File: src/include/ep_resp_pkg.sv
package ep_resp_pkg;
  // register offsets
  localparam logic [7:0] ADDR_IRQ_EN = 8'h21;
  localparam logic [7:0] ADDR_MODE0 = 8'h30;
  localparam logic [7:0] ADDR_MODE1 = 8'h31;
  localparam logic [7:0] ADDR_MODE2 = 8'h32;
  localparam logic [7:0] ADDR_COUNT0 = 8'h34;
  localparam logic [7:0] ADDR_COUNT1 = 8'h35;
  localparam logic [7:0] ADDR_COUNT2 = 8'h36;
  localparam logic [7:0] ADDR_IRQ_STAT = 8'h38;
  // field layout
  localparam int EN_CTRL_BIT = 0;
  localparam int STALL_BIT = 7;
  localparam int NUM_EP = 3;
  localparam logic [2:0] IRQ_EN_RESET = 3'h0;
  // mode codes
  localparam logic [3:0] M_DISABLE = 4'h0;
  localparam logic [3:0] M_NAK_INOUT = 4'h1;
  localparam logic [3:0] M_STATUS_OUT = 4'h2;
  localparam logic [3:0] M_STALL_INOUT = 4'h3;
  localparam logic [3:0] M_IGNORE_INOUT = 4'h4;
  localparam logic [3:0] M_RSVD5 = 4'h5;
  localparam logic [3:0] M_STATUS_IN = 4'h6;
  localparam logic [3:0] M_RSVD7 = 4'h7;
  localparam logic [3:0] M_NAK_OUT = 4'h8;
  localparam logic [3:0] M_ACK_OUT = 4'h9;
  localparam logic [3:0] M_NAKOUT_STIN = 4'ha;
  localparam logic [3:0] M_ACKOUT_NAKIN = 4'hb;
  localparam logic [3:0] M_NAK_IN = 4'hc;
  localparam logic [3:0] M_ACK_IN = 4'hd;
  localparam logic [3:0] M_NAKIN_STOUT = 4'he;
  localparam logic [3:0] M_ACKIN_STOUT = 4'hf;
  // token kinds
  typedef enum logic [1:0] {
    TOK_SETUP = 2'h0,
    TOK_IN = 2'h1,
    TOK_OUT = 2'h2
  } token_t;
  // handshake replies
  typedef enum logic [2:0] {
    RESP_NONE = 3'h0,
    RESP_ACK = 3'h1,
    RESP_NAK = 3'h2,
    RESP_STALL = 3'h3,
    RESP_TX_ZERO = 3'h4,
    RESP_TX_COUNT = 3'h5
  } resp_t;
endpackage : ep_resp_pkg

File: src/include/ep_event_if.sv
`timescale 1ns/10ps
`default_nettype none
// per-endpoint transaction events from the core to the decoder, and its replies back
interface ep_event_if;
  import ep_resp_pkg::*;
  logic [3:0] mode;
  logic stall;
  logic tok_valid;
  ep_resp_pkg::token_t tok;
  logic data_zero;
  logic data_tog;
  logic data_ok;
  logic host_ack;
  logic pend_in;
  ep_resp_pkg::resp_t resp;
  logic resp_valid;
  logic set_mode;
  logic [3:0] new_mode;
  logic irq_req;
  modport dec (
    input mode, stall, tok_valid, tok, data_zero, data_tog, data_ok, host_ack,
    output pend_in, resp, resp_valid, set_mode, new_mode, irq_req
  );
  modport core (
    output mode, stall, tok_valid, tok, data_zero, data_tog, data_ok, host_ack,
    input pend_in, resp, resp_valid, set_mode, new_mode, irq_req
  );
endinterface : ep_event_if
`default_nettype wire

File: src/design/ep_mode_decode.sv
`timescale 1ns/10ps
`default_nettype none
module ep_mode_decode
  import ep_resp_pkg::*;
#(
  parameter bit IS_CTRL = 1'b0
) (
  // clock and reset
  input wire logic core_clk,
  input wire logic sys_rst,
  // endpoint event carrier
  ep_event_if.dec ev
);
  logic pend_in_q;
  logic [3:0] pend_mode_q;
  logic accept_setup;
  logic chk_ok;
  logic in_tok;
  logic out_tok;
  logic setup_tok;
  resp_t in_r;
  resp_t out_r;

  assign setup_tok = ev.tok_valid && (ev.tok == TOK_SETUP);
  assign in_tok = ev.tok_valid && (ev.tok == TOK_IN);
  assign out_tok = ev.tok_valid && (ev.tok == TOK_OUT);
  // setup accepted by control-style codes
  assign accept_setup = (ev.mode == M_NAK_INOUT) || (ev.mode == M_STATUS_OUT) ||
    (ev.mode == M_STALL_INOUT) || (ev.mode == M_IGNORE_INOUT) ||
    (ev.mode == M_STATUS_IN) || (ev.mode == M_NAKOUT_STIN) ||
    (ev.mode == M_ACKOUT_NAKIN) || (ev.mode == M_NAKIN_STOUT) ||
    (ev.mode == M_ACKIN_STOUT);
  // status check: zero length with toggle one
  assign chk_ok = ev.data_zero && ev.data_tog && ev.data_ok;

  // in-token reply per mode
  always_comb begin
    case (ev.mode)
      M_NAK_INOUT, M_ACKOUT_NAKIN, M_NAK_IN, M_NAKIN_STOUT: in_r = RESP_NAK;
      M_STATUS_OUT, M_STALL_INOUT: in_r = RESP_STALL;
      M_STATUS_IN, M_NAKOUT_STIN: in_r = RESP_TX_ZERO;
      M_ACK_IN: in_r = ev.stall ? RESP_STALL : RESP_TX_COUNT;
      M_ACKIN_STOUT: in_r = RESP_TX_COUNT;
      default: in_r = RESP_NONE;
    endcase
  end

  // out-token reply per mode
  always_comb begin
    case (ev.mode)
      M_NAK_INOUT, M_NAK_OUT, M_NAKOUT_STIN: out_r = RESP_NAK;
      M_STALL_INOUT, M_STATUS_IN: out_r = RESP_STALL;
      M_STATUS_OUT, M_NAKIN_STOUT, M_ACKIN_STOUT:
        out_r = chk_ok ? RESP_ACK : (ev.data_ok ? RESP_STALL : RESP_NONE);
      // a corrupted packet is never acknowledged; its irq is raised further down
      M_ACK_OUT: out_r = ev.stall ? RESP_STALL :
        (ev.data_ok ? RESP_ACK : RESP_NONE);
      M_ACKOUT_NAKIN: out_r = ev.data_ok ? RESP_ACK : RESP_NONE;
      default: out_r = RESP_NONE;
    endcase
  end

  // reply selection
  always_comb begin
    ev.resp = RESP_NONE;
    if (setup_tok && accept_setup && ev.data_ok) begin
      ev.resp = RESP_ACK;
    end else if (in_tok) begin
      ev.resp = in_r;
    end else if (out_tok) begin
      ev.resp = out_r;
    end
  end
  assign ev.resp_valid = ev.tok_valid;

  // mode change and interrupt request, committed together
  always_comb begin
    ev.set_mode = 1'b0;
    ev.new_mode = ev.mode;
    ev.irq_req = 1'b0;
    if (ev.host_ack && pend_in_q) begin
      ev.irq_req = 1'b1;
      if ((pend_mode_q != ev.mode) && (ev.mode != M_DISABLE)) begin
        ev.set_mode = 1'b1;
        ev.new_mode = pend_mode_q;
      end
    end else if (setup_tok && accept_setup) begin
      ev.irq_req = 1'b1;
      if (ev.data_ok && IS_CTRL && (ev.mode != M_DISABLE)) begin
        ev.set_mode = 1'b1;
        ev.new_mode = M_NAK_INOUT;
      end
    end else if (in_tok && ((in_r == RESP_NAK) || (in_r == RESP_STALL))) begin
      ev.irq_req = 1'b1;
    end else if (out_tok && (out_r != RESP_NONE)) begin
      ev.irq_req = 1'b1;
      if (out_r == RESP_ACK && ev.mode == M_ACKOUT_NAKIN) begin
        ev.set_mode = 1'b1;
        ev.new_mode = M_NAK_INOUT;
      end else if (out_r == RESP_ACK && ev.mode == M_ACK_OUT) begin
        ev.set_mode = 1'b1;
        ev.new_mode = M_NAK_OUT;
      end else if (out_r == RESP_ACK) begin
        ev.set_mode = 1'b1;
        ev.new_mode = (ev.mode == M_ACKIN_STOUT) ? M_NAKIN_STOUT : ev.mode;
      end
    end else if (out_tok && (ev.mode == M_ACK_OUT || ev.mode == M_ACKOUT_NAKIN)) begin
      ev.irq_req = 1'b1;
    end
  end

  // remember a data packet sent to in, awaiting host ack
  always_ff @(posedge core_clk or posedge sys_rst) begin
    if (sys_rst) begin
      pend_in_q <= 1'b0;
      pend_mode_q <= M_DISABLE;
    end else if (in_tok) begin
      pend_in_q <= (in_r == RESP_TX_ZERO) || (in_r == RESP_TX_COUNT);
      pend_mode_q <= (ev.mode == M_ACK_IN) ? M_NAK_IN :
        (ev.mode == M_ACKIN_STOUT) ? M_NAKIN_STOUT : ev.mode;
    end else if (ev.host_ack || ev.tok_valid) begin
      pend_in_q <= 1'b0;
    end
  end
  assign ev.pend_in = pend_in_q;

  ack_in_commit_a: assert property (@(posedge core_clk) disable iff (sys_rst)
    (ev.host_ack && pend_in_q && ev.mode == M_ACK_IN) |-> (ev.set_mode &&
    ev.new_mode == M_NAK_IN && ev.irq_req)) else $error("ack-in commit wrong");
  disabled_quiet_a: assert property (@(posedge core_clk) disable iff (sys_rst)
    (ev.tok_valid && ev.mode == M_DISABLE) |-> (ev.resp == RESP_NONE && !ev.irq_req))
    else $error("disabled endpoint answered");
  ack_out_stall_a: assert property (@(posedge core_clk) disable iff (sys_rst)
    (out_tok && ev.mode == M_ACK_OUT && ev.stall) |-> (ev.resp == RESP_STALL && !ev.set_mode))
    else $error("stall bit ignored");
  status_chk_a: assert property (@(posedge core_clk) disable iff (sys_rst)
    (out_tok && ev.mode == M_STATUS_OUT && !ev.data_tog) |-> (ev.resp != RESP_ACK))
    else $error("status check acked toggle zero");
endmodule : ep_mode_decode
`default_nettype wire

File: src/design/ep_response_top.sv
`timescale 1ns/10ps
`default_nettype none
module ep_response_top
  import ep_resp_pkg::*;
#(
  parameter int CNT_W = 4
) (
  // clock and reset
  input wire logic core_clk,
  input wire logic sys_rst,
  // register port
  input wire logic [7:0] reg_addr,
  input wire logic [7:0] reg_wdata,
  input wire logic reg_wr,
  input wire logic reg_rd,
  output logic [7:0] reg_rdata,
  // token events from the packet layer
  input wire logic tok_valid,
  input wire logic [1:0] tok_ep,
  input wire logic [1:0] tok_kind,
  input wire logic data_zero,
  input wire logic data_tog,
  input wire logic data_ok,
  input wire logic host_ack,
  // reply to the packet layer
  output logic resp_valid,
  output logic [2:0] resp_code,
  output logic [CNT_W-1:0] resp_len,
  // per-endpoint interrupt requests
  output logic [2:0] ep_irq
);
  logic [3:0] mode_q [NUM_EP];
  logic [NUM_EP-1:0] stall_q;
  logic [CNT_W-1:0] count_q [NUM_EP];
  logic [2:0] irq_en_q;
  logic [2:0] irq_stat_q;
  logic [2:0] irq_hit;
  logic [1:0] ack_ep_q;
  logic [7:0] rdata_d;
  logic [7:0] rdata_q;
  logic [2:0] resp_q;
  logic resp_v_q;
  logic [CNT_W-1:0] len_q;
  logic [NUM_EP-1:0] sel;
  logic [NUM_EP-1:0] ack_sel;
  logic [2:0] ep_resp [NUM_EP];
  logic [NUM_EP-1:0] set_mode_w;
  logic [3:0] new_mode_w [NUM_EP];
  logic [NUM_EP-1:0] req_w;
  logic [NUM_EP-1:0] pend_w;
  logic [NUM_EP-1:0] rv_w;

  // endpoint selection
  assign sel[0] = tok_valid && (tok_ep == 2'h0);
  assign sel[1] = tok_valid && (tok_ep == 2'h1);
  assign sel[2] = tok_valid && (tok_ep == 2'h2);
  // host ack only counts for an endpoint that has data outstanding
  assign ack_sel[0] = host_ack && (ack_ep_q == 2'h0) && pend_w[0];
  assign ack_sel[1] = host_ack && (ack_ep_q == 2'h1) && pend_w[1];
  assign ack_sel[2] = host_ack && (ack_ep_q == 2'h2) && pend_w[2];

  // one decoder per endpoint
  for (genvar g = 0; g < NUM_EP; g++) begin : g_ep
    ep_event_if evi ();
    assign evi.mode = mode_q[g];
    assign evi.stall = (g != 0) ? stall_q[g] : 1'b0;
    assign evi.tok_valid = sel[g];
    assign evi.tok = token_t'(tok_kind);
    assign evi.data_zero = data_zero;
    assign evi.data_tog = data_tog;
    assign evi.data_ok = data_ok;
    assign evi.host_ack = ack_sel[g];
    assign ep_resp[g] = 3'(evi.resp);
    assign set_mode_w[g] = evi.set_mode;
    assign new_mode_w[g] = evi.new_mode;
    assign req_w[g] = evi.irq_req;
    assign pend_w[g] = evi.pend_in;
    assign rv_w[g] = evi.resp_valid;
    ep_mode_decode #(
      .IS_CTRL(g == 0)
    ) u_dec (
      .core_clk(core_clk),
      .sys_rst(sys_rst),
      .ev(evi)
    );
  end

  // gate requests by enables
  assign irq_hit = req_w & irq_en_q;
  assign ep_irq = irq_stat_q;

  // read mux
  always_comb begin
    rdata_d = 8'h00;
    if (reg_addr == ADDR_IRQ_EN) begin
      rdata_d = {5'h00, irq_en_q};
    end else if (reg_addr == ADDR_MODE0) begin
      rdata_d = {4'h0, mode_q[0]};
    end else if (reg_addr == ADDR_MODE1) begin
      rdata_d = {stall_q[1], 3'h0, mode_q[1]};
    end else if (reg_addr == ADDR_MODE2) begin
      rdata_d = {stall_q[2], 3'h0, mode_q[2]};
    end else if (reg_addr == ADDR_COUNT0) begin
      rdata_d = 8'(count_q[0]);
    end else if (reg_addr == ADDR_COUNT1) begin
      rdata_d = 8'(count_q[1]);
    end else if (reg_addr == ADDR_COUNT2) begin
      rdata_d = 8'(count_q[2]);
    end else if (reg_addr == ADDR_IRQ_STAT) begin
      rdata_d = {5'h00, irq_stat_q};
    end
  end

  // read data one cycle later, only in that cycle
  always_ff @(posedge core_clk or posedge sys_rst) begin
    if (sys_rst) begin
      rdata_q <= 8'h00;
    end else begin
      rdata_q <= reg_rd ? rdata_d : 8'h00;
    end
  end
  assign reg_rdata = rdata_q;

  // enable register
  always_ff @(posedge core_clk or posedge sys_rst) begin
    if (sys_rst) begin
      irq_en_q <= IRQ_EN_RESET;
    end else if (reg_wr && reg_addr == ADDR_IRQ_EN) begin
      irq_en_q <= reg_wdata[2:0];
    end
  end

  // sticky request flags: set wins over write-one clear
  always_ff @(posedge core_clk or posedge sys_rst) begin
    if (sys_rst) begin
      irq_stat_q <= 3'h0;
    end else if (reg_wr && reg_addr == ADDR_IRQ_STAT) begin
      irq_stat_q <= (irq_stat_q & ~reg_wdata[2:0]) | irq_hit;
    end else begin
      irq_stat_q <= irq_stat_q | irq_hit;
    end
  end

  // mode, stall and count registers; hardware change wins over write
  for (genvar e = 0; e < NUM_EP; e++) begin : g_reg
    localparam logic [7:0] MA = ADDR_MODE0 + 8'(e);
    localparam logic [7:0] CA = ADDR_COUNT0 + 8'(e);
    always_ff @(posedge core_clk or posedge sys_rst) begin
      if (sys_rst) begin
        mode_q[e] <= M_DISABLE;
        stall_q[e] <= 1'b0;
      end else if (set_mode_w[e]) begin
        mode_q[e] <= new_mode_w[e];
      end else if (reg_wr && reg_addr == MA) begin
        mode_q[e] <= reg_wdata[3:0];
        stall_q[e] <= reg_wdata[STALL_BIT];
      end
    end
    always_ff @(posedge core_clk or posedge sys_rst) begin
      if (sys_rst) begin
        count_q[e] <= '0;
      end else if (reg_wr && reg_addr == CA) begin
        count_q[e] <= reg_wdata[CNT_W-1:0];
      end
    end
  end

  // reply register toward the packet layer
  always_ff @(posedge core_clk or posedge sys_rst) begin
    if (sys_rst) begin
      resp_v_q <= 1'b0;
      resp_q <= 3'(RESP_NONE);
      len_q <= '0;
      ack_ep_q <= 2'h0;
    end else begin
      resp_v_q <= |rv_w;
      if (|rv_w) begin
        resp_q <= ep_resp[tok_ep];
        len_q <= (ep_resp[tok_ep] == 3'(RESP_TX_COUNT)) ? count_q[tok_ep] : '0;
        ack_ep_q <= tok_ep;
      end
    end
  end
  assign resp_valid = resp_v_q;
  assign resp_code = resp_q;
  assign resp_len = len_q;

  irq_gate_a: assert property (@(posedge core_clk) disable iff (sys_rst)
    (req_w[0] && irq_en_q[EN_CTRL_BIT]) |=> irq_stat_q[EN_CTRL_BIT])
    else $error("control irq lost");
  count_len_a: assert property (@(posedge core_clk) disable iff (sys_rst)
    (sel[1] && ep_resp[1] == 3'(RESP_TX_COUNT)) |=> (resp_len == count_q[1]))
    else $error("payload length wrong");
  disabled_hold_a: assert property (@(posedge core_clk) disable iff (sys_rst)
    (mode_q[2] == M_DISABLE && !(reg_wr && reg_addr == ADDR_MODE2)) |=>
    (mode_q[2] == M_DISABLE)) else $error("disabled mode changed");
  setup_force_a: assert property (@(posedge core_clk) disable iff (sys_rst)
    (sel[0] && tok_kind == 2'(TOK_SETUP) && data_ok && mode_q[0] == M_STALL_INOUT)
    |=> (mode_q[0] == M_NAK_INOUT && resp_code == 3'(RESP_ACK)))
    else $error("setup did not force nak mode");
endmodule : ep_response_top
`default_nettype wire

File: config.mk
export PLATFORM = sky130hd
export DESIGN_NAME = ep_response_top
export DESIGN_NICKNAME = d
export VERILOG_FILES = /design/src/include/ep_resp_pkg.sv /design/src/include/ep_event_if.sv /design/src/design/ep_mode_decode.sv /design/src/design/ep_response_top.sv
export SDC_FILE = /design/constraint.sdc
export NUM_CORES = 1
export LEC_CHECK = 0
export ABC_CLOCK_PERIOD_IN_PS = 2200
export BUFFER_PORTS_ARGS = -buffer_cell sky130_fd_sc_hd__buf_4
export CAP_MARGIN = 5
export CORE_UTILIZATION = 50
export CTS_BUF_LIST = sky130_fd_sc_hd__clkbuf_4 sky130_fd_sc_hd__clkbuf_8
export CTS_CLUSTER_SIZE = 25
export DETAILED_ROUTE_END_ITERATION = 12
export GPL_TIMING_DRIVEN = 0
export PLACE_DENSITY = 0.7
export SYNTH_ARGS = -nofsm -noshare
export SYNTH_HDL_FRONTEND = slang
export SYNTH_SLANG_ARGS = --single-unit
export TNS_END_PERCENT = 5
File: constraint.sdc
create_clock -name core_clk -period 2.2 [get_ports core_clk]
set_clock_uncertainty 0.05 [all_clocks]
set_input_delay 0.44 -clock core_clk [delete_from_list [all_inputs] [get_ports core_clk]]
set_output_delay 0.44 -clock core_clk [all_outputs]
set_load 0.02 [all_outputs]
; ---- Word level (Yosys, flattened, before mapping)
; Index checks and enable logic that the tools add are counted.
[classes]
mux = 122
bitwise = 8
reduce_logical = 133
eq_ne = 87
order_cmp = 1
[ops]
columns = cell, n
row1 = 4-bit two-way mux, 43
row2 = 4-bit equality test (second input constant), 24
row3 = 8-bit by 6-bit equality test with 1-bit output (second input constant), 8
row4 = 3-bit case mux with 5 select lines, 4
row5 = 1-bit logical AND, 56
row6 = 3-bit two-way mux, 16
row7 = 1-bit two-way mux, 47
row8 = 8-bit two-way mux, 5
row9 = 1-bit logical OR, 36
row10 = 4-bit by 2-bit equality test with 1-bit output (second input constant), 6
row11 = 4-bit by 3-bit equality test with 1-bit output (second input constant), 6
row12 = 3-bit case mux with 4 select lines, 2
row13 = 2-bit OR reduction, 11
row14 = 3-bit equality test (second input constant), 7
row15 = 3-bit OR reduction, 7
row16 = 3-bit by 2-bit equality test with 1-bit output (second input constant), 6
row17 = 6-bit AND reduction, 3
row18 = 3-bit inequality test (second input constant), 5
row19 = 4-bit by 1-bit equality test with 1-bit output (second input constant), 3
row20 = 4-bit inequality test, 3
row21 = 2-bit nonzero test, 6
row22 = 4-bit nonzero test, 3
row23 = 4-bit OR reduction, 3
row24 = 5-bit by 1-bit inequality test with 1-bit output (second input constant), 2
row25 = other kinds (21), 39
[word_totals]
output_inout_bits = 19
ff_bits = 65
input_bits = 29
word_cells = 372

; ---- Logic depth before layout (Yosys ltp)
; Gate-level depths: netlist of run 1.
[depth]
word_depth = 17
ltp_mapped = 8
depth_no_buf = 6

; ---- By module
; Synthesis of run 1 repeated with hierarchy kept, for this count alone.
[hier_totals]
cells_unflattened = 529
area_unflattened_um2 = 4585.6
[by_module_without_submodules]
columns = module, cells_each, seq_area_each_um2, n_inst, area_each_um2
row1 = ep_response_top, 245, 1176.1, 1, 2493.6
row2 = ep_mode_decode (g_ep[1].u_dec ...), 94, 125.1, 2, 691.9
row3 = ep_mode_decode (g_ep[0].u_dec), 96, 125.1, 1, 708.2

; ---- Worst setup path after synthesis of run 1
; OpenSTA, ideal clock, no wires.
[synth_path]
kind = input to register
from = input reg_addr[7]
to = register stall_q[1], in the netlist g_ep[1].evi.stall
path_slack_ns = 0.003
required_ns = 2.023
n_path_buf = 1
setup_ns = 0.127
arrival_ns = 2.020
path_stages = 7
path_cell_list = or3b_4 > nor4b_4 > and3_1 > buf_6 > nand2_2 > a21oi_2 > mux2_1
[synth_via]
elab_chain_cells = 3
[synth_lines]
columns = element, line
row1 = start: declaration, ep_response_top.sv:12  ; input wire logic [7:0] reg_addr,
row2 = 8-bit by 6-bit equality test with 1-bit output, ep_response_top.sv:154  ; end else if (reg_wr && reg_addr == MA) begin
row3 = 1-bit logical AND, ep_response_top.sv:154
row4 = 2-bit AND reduction (no source line), -
row5 = end signal: indexed assignment, ep_response_top.sv:156  ; stall_q[e] <= reg_wdata[STALL_BIT];
row6 = end: declaration, ep_response_top.sv:33  ; logic [NUM_EP-1:0] stall_q;
; No other way between the ends.
; A chain may end at the register's enable or synchronous reset.

; ---- Final worst setup path of run 1
[layout_path]
from = register mode_q (netlist bit g_ep[2].evi.mode[3])
to = register stall_q[2], in the netlist g_ep[2].evi.stall
[layout_via]
elab_chain_cells = 14
word_cells_on_any_way = 52
cone_classes = eq/ne: 17 / mux: 10 / bitwise: 1 / reduce/logical: 24
[layout_lines]
columns = element, line
row1 = start: declaration, ep_response_top.sv:32  ; logic [3:0] mode_q [NUM_EP];
row2 = start signal: indexed assignment, ep_response_top.sv:153  ; mode_q[e] <= new_mode_w[e];
row3 = start signal: indexed assignment, ep_response_top.sv:155  ; mode_q[e] <= reg_wdata[3:0];
row4 = branches (longest 11 deep; another with 3-bit case mux with 5 select lines), -
row5 = 1-bit two-way mux (*), ep_mode_decode.sv:81  ; if (ev.host_ack && pend_in_q) begin
row6 = 1-bit inverter (no source line) (*), -
row7 = 2-bit AND reduction (no source line) (*), -
; Mark *: on every way between the ends.

==> run summary, run 1 <==
Slew Limit Fails: 0
Netlist cell types: 90
Max VDD drop: 0.0004105 V
Lkg Pwr: 2.325 nW
initial antenna violation count: 0
post-synthesis sequential area ratio: 34.32%
pin count of the biggest net entering global routing: 43
internal reg-to-reg setup slack: 0.006 ns
routability cong.: 0.8998
crit path DAT: 2.39 ns
DR vias/cell: 6.489
CP Launch Type: flop
Antenna Nets Post-Route: 0
worst reg2reg endpoint: g_ep[2].evi.stall
final cell count without fillers: 687
final hold vios: 0
final setup fails: 0
top cell type's share of synthesized area: 34.32%
Die Y: 97.09 um
NumNets Final: 603
max_slew headroom: 49.61%
clock buffer depth: 2
clk sinks: 62
Rows: 34
worst-case reg-to-reg path depth: 7
reg-to-reg startpoint: g_ep[2].evi.mode[3]
clock buffer count from CTS: 9
IO Pins: 48
total core area: 8721 sq um
Starting Density: 51.84%
ys async rst share: 100.0%
drt drc: 0
WL/cell: 19.54 um
worst slack, placed: -0.3943 ns
beginning of the critical path: g_ep[2].evi.mode[3]
vias in the first global route: 4111
GRT Util Overall: 28.68%
Die W: 97.09 um
htree depth: 3
Ys Warns: 0
outcome: finished, final reports clean
Mapped Cells: 518
Hold Path Class: in2async
layout cell share with drive strength beyond 1: 24.70%
transition time of the tightest slew-check pin: 0.7463 ns
TritonCTS clock tree: built
DR iter-0 viols: 394
maxcap violations: 0
fin crit share: 99.74%
critical path required time: 2.40 ns
clk_lat worst skew: 0.37 ns
count of input and output buffers: 38
unrepaired setup endpoints after global routing: yes
fill count: 744
placed cells: 667
first-pass GRT wire length: 21180 um
EDFF count, synth: 0
CP Class: reg2reg
WL final: 13420 um
DR pass1 iterations: 5
Die ar.: 9426 sq um
#FFs+latches synth: 62
Cell Area, Synth: 4521 sq um
Worst setup endpoint: g_ep[2].evi.stall
setup ws final: 0.005769 ns
CP max FO: 10
f_max: 455.7 MHz
root buffer cell: clkbuf_8
Area growth syn-to-layout: 16.55%
dpl hpwl: 9810 um
clk slew on worst S/H paths: 0.08 ns
Worst setup EP type: flop
leading area contributor after synthesis: dfrtp_1
Most used DFF post-synth: dfrtp_1
Mapped Avg Cell Area: 8.727 sq um
Area contributors post-synth: dfrtp_1 34%, nand2_1 5.8%, mux2i_1 3.3%
via count: 4458
grt total ovfl: 0
ANT cells: 0
Cell Pwr Density: 606.4 nW/um^2
final period demand of the worst path: 2.194 ns
how the worst min path moves through the flow:
stage,start,end,slack [ns],cells past startpoint
final,sys_rst,g_ep[1].u_dec.pend_mode_q[0],0.04,2
after global routing,sys_rst,g_ep[1].u_dec.pend_mode_q[0],0.09,2
after CTS,sys_rst,g_ep[1].u_dec.pend_mode_q[0],0.06,2
after detailed placement,resp_code[2],resp_code[2],0.42,1
after global placement,resp_code[0],resp_code[0],0.42,1
after floorplan,g_ep[1].u_dec.ev.pend_in,g_ep[1].u_dec.ev.pend_in,0.40,2
cells by family (layout without fill, tap and decap cells):
| logic type | Yosys count | after routing | synth area share, % |
|---|---|---|---|
| multiplexers | 34 | 34 | 8.054 |
| other | 1 | 3 | 0.08295 |
| AND/OR/NAND/NOR | 209 | 209 | 25.88 |
| AO/OA/AOI/OAI | 150 | 150 | 23.94 |
| adder cells (fa/ha/maj) | 1 | 1 | 0.2214 |
| flip-flops | 62 | 62 | 34.32 |
| XOR/XNOR | 12 | 12 | 2.325 |
| buffers and inverters | 49 | 108 | 5.176 |
routing by layer:
layer / vias up / global-route usage, % / wire [um]
met2: 225 / 44.69 / 6237
li1: 2024 / - / -
met3: 43 / 5.612 / 1014
met4: 0 / 13.09 / 465
met1: 2166 / 38.53 / 5704
met5: - / 0 / 0
where the power goes:
group          switching [mW]  leakage [nW]  internal [mW]
logic                   0.572          1.41          0.372
registers              0.0834         0.835           1.23
clock network           0.524        0.0816          0.409
total                    1.18          2.32           2.02
Yosys cell counts, drive strengths merged (4+ instances only):
cell,instances
a211oi,6
a21boi,5
a21oi,26
a22o,6
a22oi,6
a31oi,6
a32o,5
and2,5
and3,9
buf,28
clkbuf,9
dfrtp,62
inv,11
mux2,19
mux2i,15
nand2,72
nand2b,10
nand3,23
nand4,8
nor2,26
nor2b,17
nor3,6
o211ai,8
o21ai,31
o22ai,6
o2bb2ai,4
or3,8
xnor2,8
xor2,4
worst max-delay path, cell delays in order, from the launching register on:
cell	delay, ns
dfrtp_1	0.40
buf_2	0.18
nand2b_1	0.16
o2bb2ai_2	0.16
nor4b_4	0.37
nand4_2	0.22
nand3_1	0.20
mux2_1	0.33
per-stage QoR:
step | setup TNS (ns) | instance area, sq um | total power, mW | utilization (%) | hold WS [ns]
global route | -0.1703 | 5269 | 3.336 | 60.42 | 0.09116
finish | 0 | 5269 | 3.195 | 60.42 | 0.04351
detailed placement | -6.308 | 4969 | 2.237 | 56.97 | 0.4213
floorplan | 0 | 4528 | 1.967 | - | 0.4050
global placement | -46.05 | 4949 | 2.217 | 56.74 | 0.4163
CTS | -0.01024 | 5157 | 3.166 | 59.14 | 0.05506
final cells by class:
| class | instances | area, sq um | area share, % |
|---|---|---|---|
| Clock buffer | 9 | 123.9 | 2.351 |
| Tap cell | 108 | 135.1 | 2.565 |
| Sequential cell | 62 | 1554 | 29.49 |
| Inverter | 12 | 48.80 | 0.9261 |
| Multi-Input combinational cell | 409 | 2818 | 53.48 |
| Clock inverter | 7 | 50.05 | 0.9499 |
| Timing Repair Buffer | 44 | 342.8 | 6.507 |
| Buffer | 36 | 196.4 | 3.728 |
placed cells by master (no fill, tap or decap), types with 14 or more instances in the layout:
| master | n |
|---|---|
| nor2_1 | 23 |
| nor2b_1 | 14 |
| mux2i_1 | 15 |
| dfrtp_1 | 60 |
| a21oi_1 | 23 |
| buf_4 | 48 |
| nand3_1 | 23 |
| buf_2 | 16 |
| o21ai_0 | 28 |
| nand2_1 | 70 |
timing repair:
| action | CTS | global route |
|---|---|---|
| pin swaps | 1 | 4 |
| gates resized for setup | 5 | 21 |
| hold buffers | 0 | 0 |
| buffers inserted | 1 | 4 |
| endpoints found under the setup margin | 9 | 18 |
flip-flops by register name, summed over array words and instances (netlist names):
signal and count:
irq_en_q 3, reg_rdata 5, g_ep.evi.mode 12, g_ep.u_dec.ev.pend_in 3, ep_irq 3, count_q 12, resp_valid 1, resp_code 3
resp_len 4, g_ep.evi.stall 2, g_ep.u_dec.pend_mode_q 12, ack_ep_q 2
No activity file was read; power rests on OpenSTA's default activity.
==> inputs of run 2 (changes only) <==
Settings changed: ABC_CLOCK_PERIOD_IN_PS 2200 to 1750, BUFFER_PORTS_ARGS -buffer_cell sky130_fd_sc_hd__buf_4 to unset, DONT_BUFFER_PORTS set to 1, PLACE_DENSITY 0.7 to 0.68.
Clock period 2.2 ns to 1.75 ns, I/O delays scaled along.
==> run summary, run 2 (same netlist as run 1, synthesis figures left out) <==
Lkg Pwr: 2.304 nW
Die Y: 97.09 um
DR pass1 iterations: 5
critical path required time: 1.93 ns
vias in the first global route: 4223
clk sinks: 62
most frequent cells in the layout: 66 x nand2_1, 55 x dfrtp_1, 28 x buf_4, 27 x o21ai_0, 20 x nor2_1
grt total ovfl: 0
Slew Limit Fails: 0
Rows: 34
final cell count without fillers: 665
routability cong.: 0.9542
first-pass GRT wire length: 22260 um
final hold vios: 0
fin crit share: 119.0%
Starting Density: 51.84%
area of the multi-input gates: 3103 sq um
count of input and output buffers: 0
CP Launch Type: flop
total core area: 8721 sq um
Die ar.: 9426 sq um
layout cell share with drive strength beyond 1: 30.88%
final period demand of the worst path: 2.083 ns
Max VDD drop: 0.0004580 V
outcome: finished, violations left
Antenna Nets Post-Route: 0
DR vias/cell: 6.642
ANT cells: 0
Crit-path slowest cell: dfrtp_2
Die W: 97.09 um
drt drc: 0
dpl hpwl: 9791 um
Hold Slack: 0.08220 ns
Hold Path Class: in2reg
CP max FO: 5
setup ws final: -0.3325 ns
f_max: 480.2 MHz
transition time of the tightest slew-check pin: 0.6610 ns
worst path cell trace: buf_4 > and2_1 > a211o_1 > o211a_1 > and3_4 > a21oi_2 > mux2_1
Area growth syn-to-layout: 20.87%
crit path DAT: 2.26 ns
maxcap violations: 0
failing checks: negative setup slack
TritonCTS clock tree: built
initial antenna violation count: 0
placed cells: 629
fill count: 732
CP max stage delay: 0.45 ns
GRT Util Overall: 29.93%
max_slew headroom: 55.87%
Power Total: 4.144 mW
WL/cell: 21.18 um
root buffer cell: clkbuf_8
clk slew on worst S/H paths: 0.07 ns
clk_lat worst skew: 0.35 ns
DR iter-0 viols: 310
NumNets Final: 583
htree depth: 3
Cell Pwr Density: 758.3 nW/um^2
IO Pins: 48
CP Class: reg2reg
WL final: 14090 um
final setup fails: 28
pin count of the biggest net entering global routing: 36
Worst setup EP type: flop
Reg area: 1560 sq um
leading cell type in the layout, fill and taps excluded: nand2_1
unrepaired setup endpoints after global routing: yes
via count: 4417
clock buffer depth: 2
clock buffer count from CTS: 9
==> run 2: changes by cell type in the layout (fill, tap and decap cells not counted), sizes merged <==
cell	delta
dlygate4sd3	+1
buf	-21
clkinv	+3
clkinvlp	-4
inv	-1
==> run 2: critical path: cells and delay by family (launching register included) <==
kind                   cells  cell delay [ns]
AO/OA/AOI/OAI              3             0.59
flip-flops                 1             0.45
AND/OR/NAND/NOR            2             0.40
multiplexers               1             0.32
buffers and inverters      1             0.16
==> run 2: through the flow <==
| stage | utilization [%] | area, sq um | setup WS (ns) | setup TNS (ns) |
|---|---|---|---|---|
| after detailed placement | 53.96 | 4706 | -0.6787 | -16.64 |
| after floorplan | - | 4551 | -0.3564 | -17.47 |
| after CTS | 59.12 | 5156 | -0.3125 | -5.180 |
| after global placement | 53.73 | 4686 | -0.8963 | -71.65 |
| final | 62.65 | 5464 | -0.3325 | -4.847 |
| after global routing | 62.65 | 5464 | -0.3548 | -6.613 |
==> run 2: routing by layer <==
metal	global-route usage [%]	vias up	wire length, um
met5	0	-	0
met4	11.37	0	396
met3	8.058	37	1272
met2	46.64	235	6614
met1	39.72	2160	5803
li1	-	1985	-
==> run 2: final timing paths <==
check                                         start                        to  slack [ns]  cells past startpoint
max in group asynchronous                   sys_rst       g_ep[1].evi.mode[0]        0.51                      3
min reg2reg                g_ep[1].u_dec.ev.pend_in  g_ep[1].u_dec.ev.pend_in        0.47                      2
min                                          reg_rd              reg_rdata[2]        0.08                      1
max                             g_ep[1].evi.mode[3]         g_ep[1].evi.stall       -0.33                      7
max reg2reg                     g_ep[1].evi.mode[3]         g_ep[1].evi.stall       -0.33                      7
min in group asynchronous                   sys_rst                count_q[3]        0.50                      2
==> run 2: where the power goes <==
part           total (mW)  switching, mW  internal, mW
sequential           1.71          0.150          1.56
combinational        1.36          0.765         0.591
clock                1.08          0.590         0.490
total                4.14           1.50          2.64
==> run 2: timing repair <==
item | CTS | global route
hold buffers | 1 | 0
resized for setup | 57 | 59
endpoints found under the hold margin | 27 | 0
buffers inserted | 13 | 12
pin swaps | 18 | 24
endpoints found under the setup margin | 32 | 32
==> run 2: cell type report <==
class,count,share of cell area [%]
Buffer,33,4.282
Inverter,12,0.9160
Tap cell,108,2.473
Clock buffer,9,2.267
Multi-Input combinational cell,409,56.79
Timing Repair Buffer,27,4.191
Sequential cell,62,28.56
Clock inverter,5,0.5267
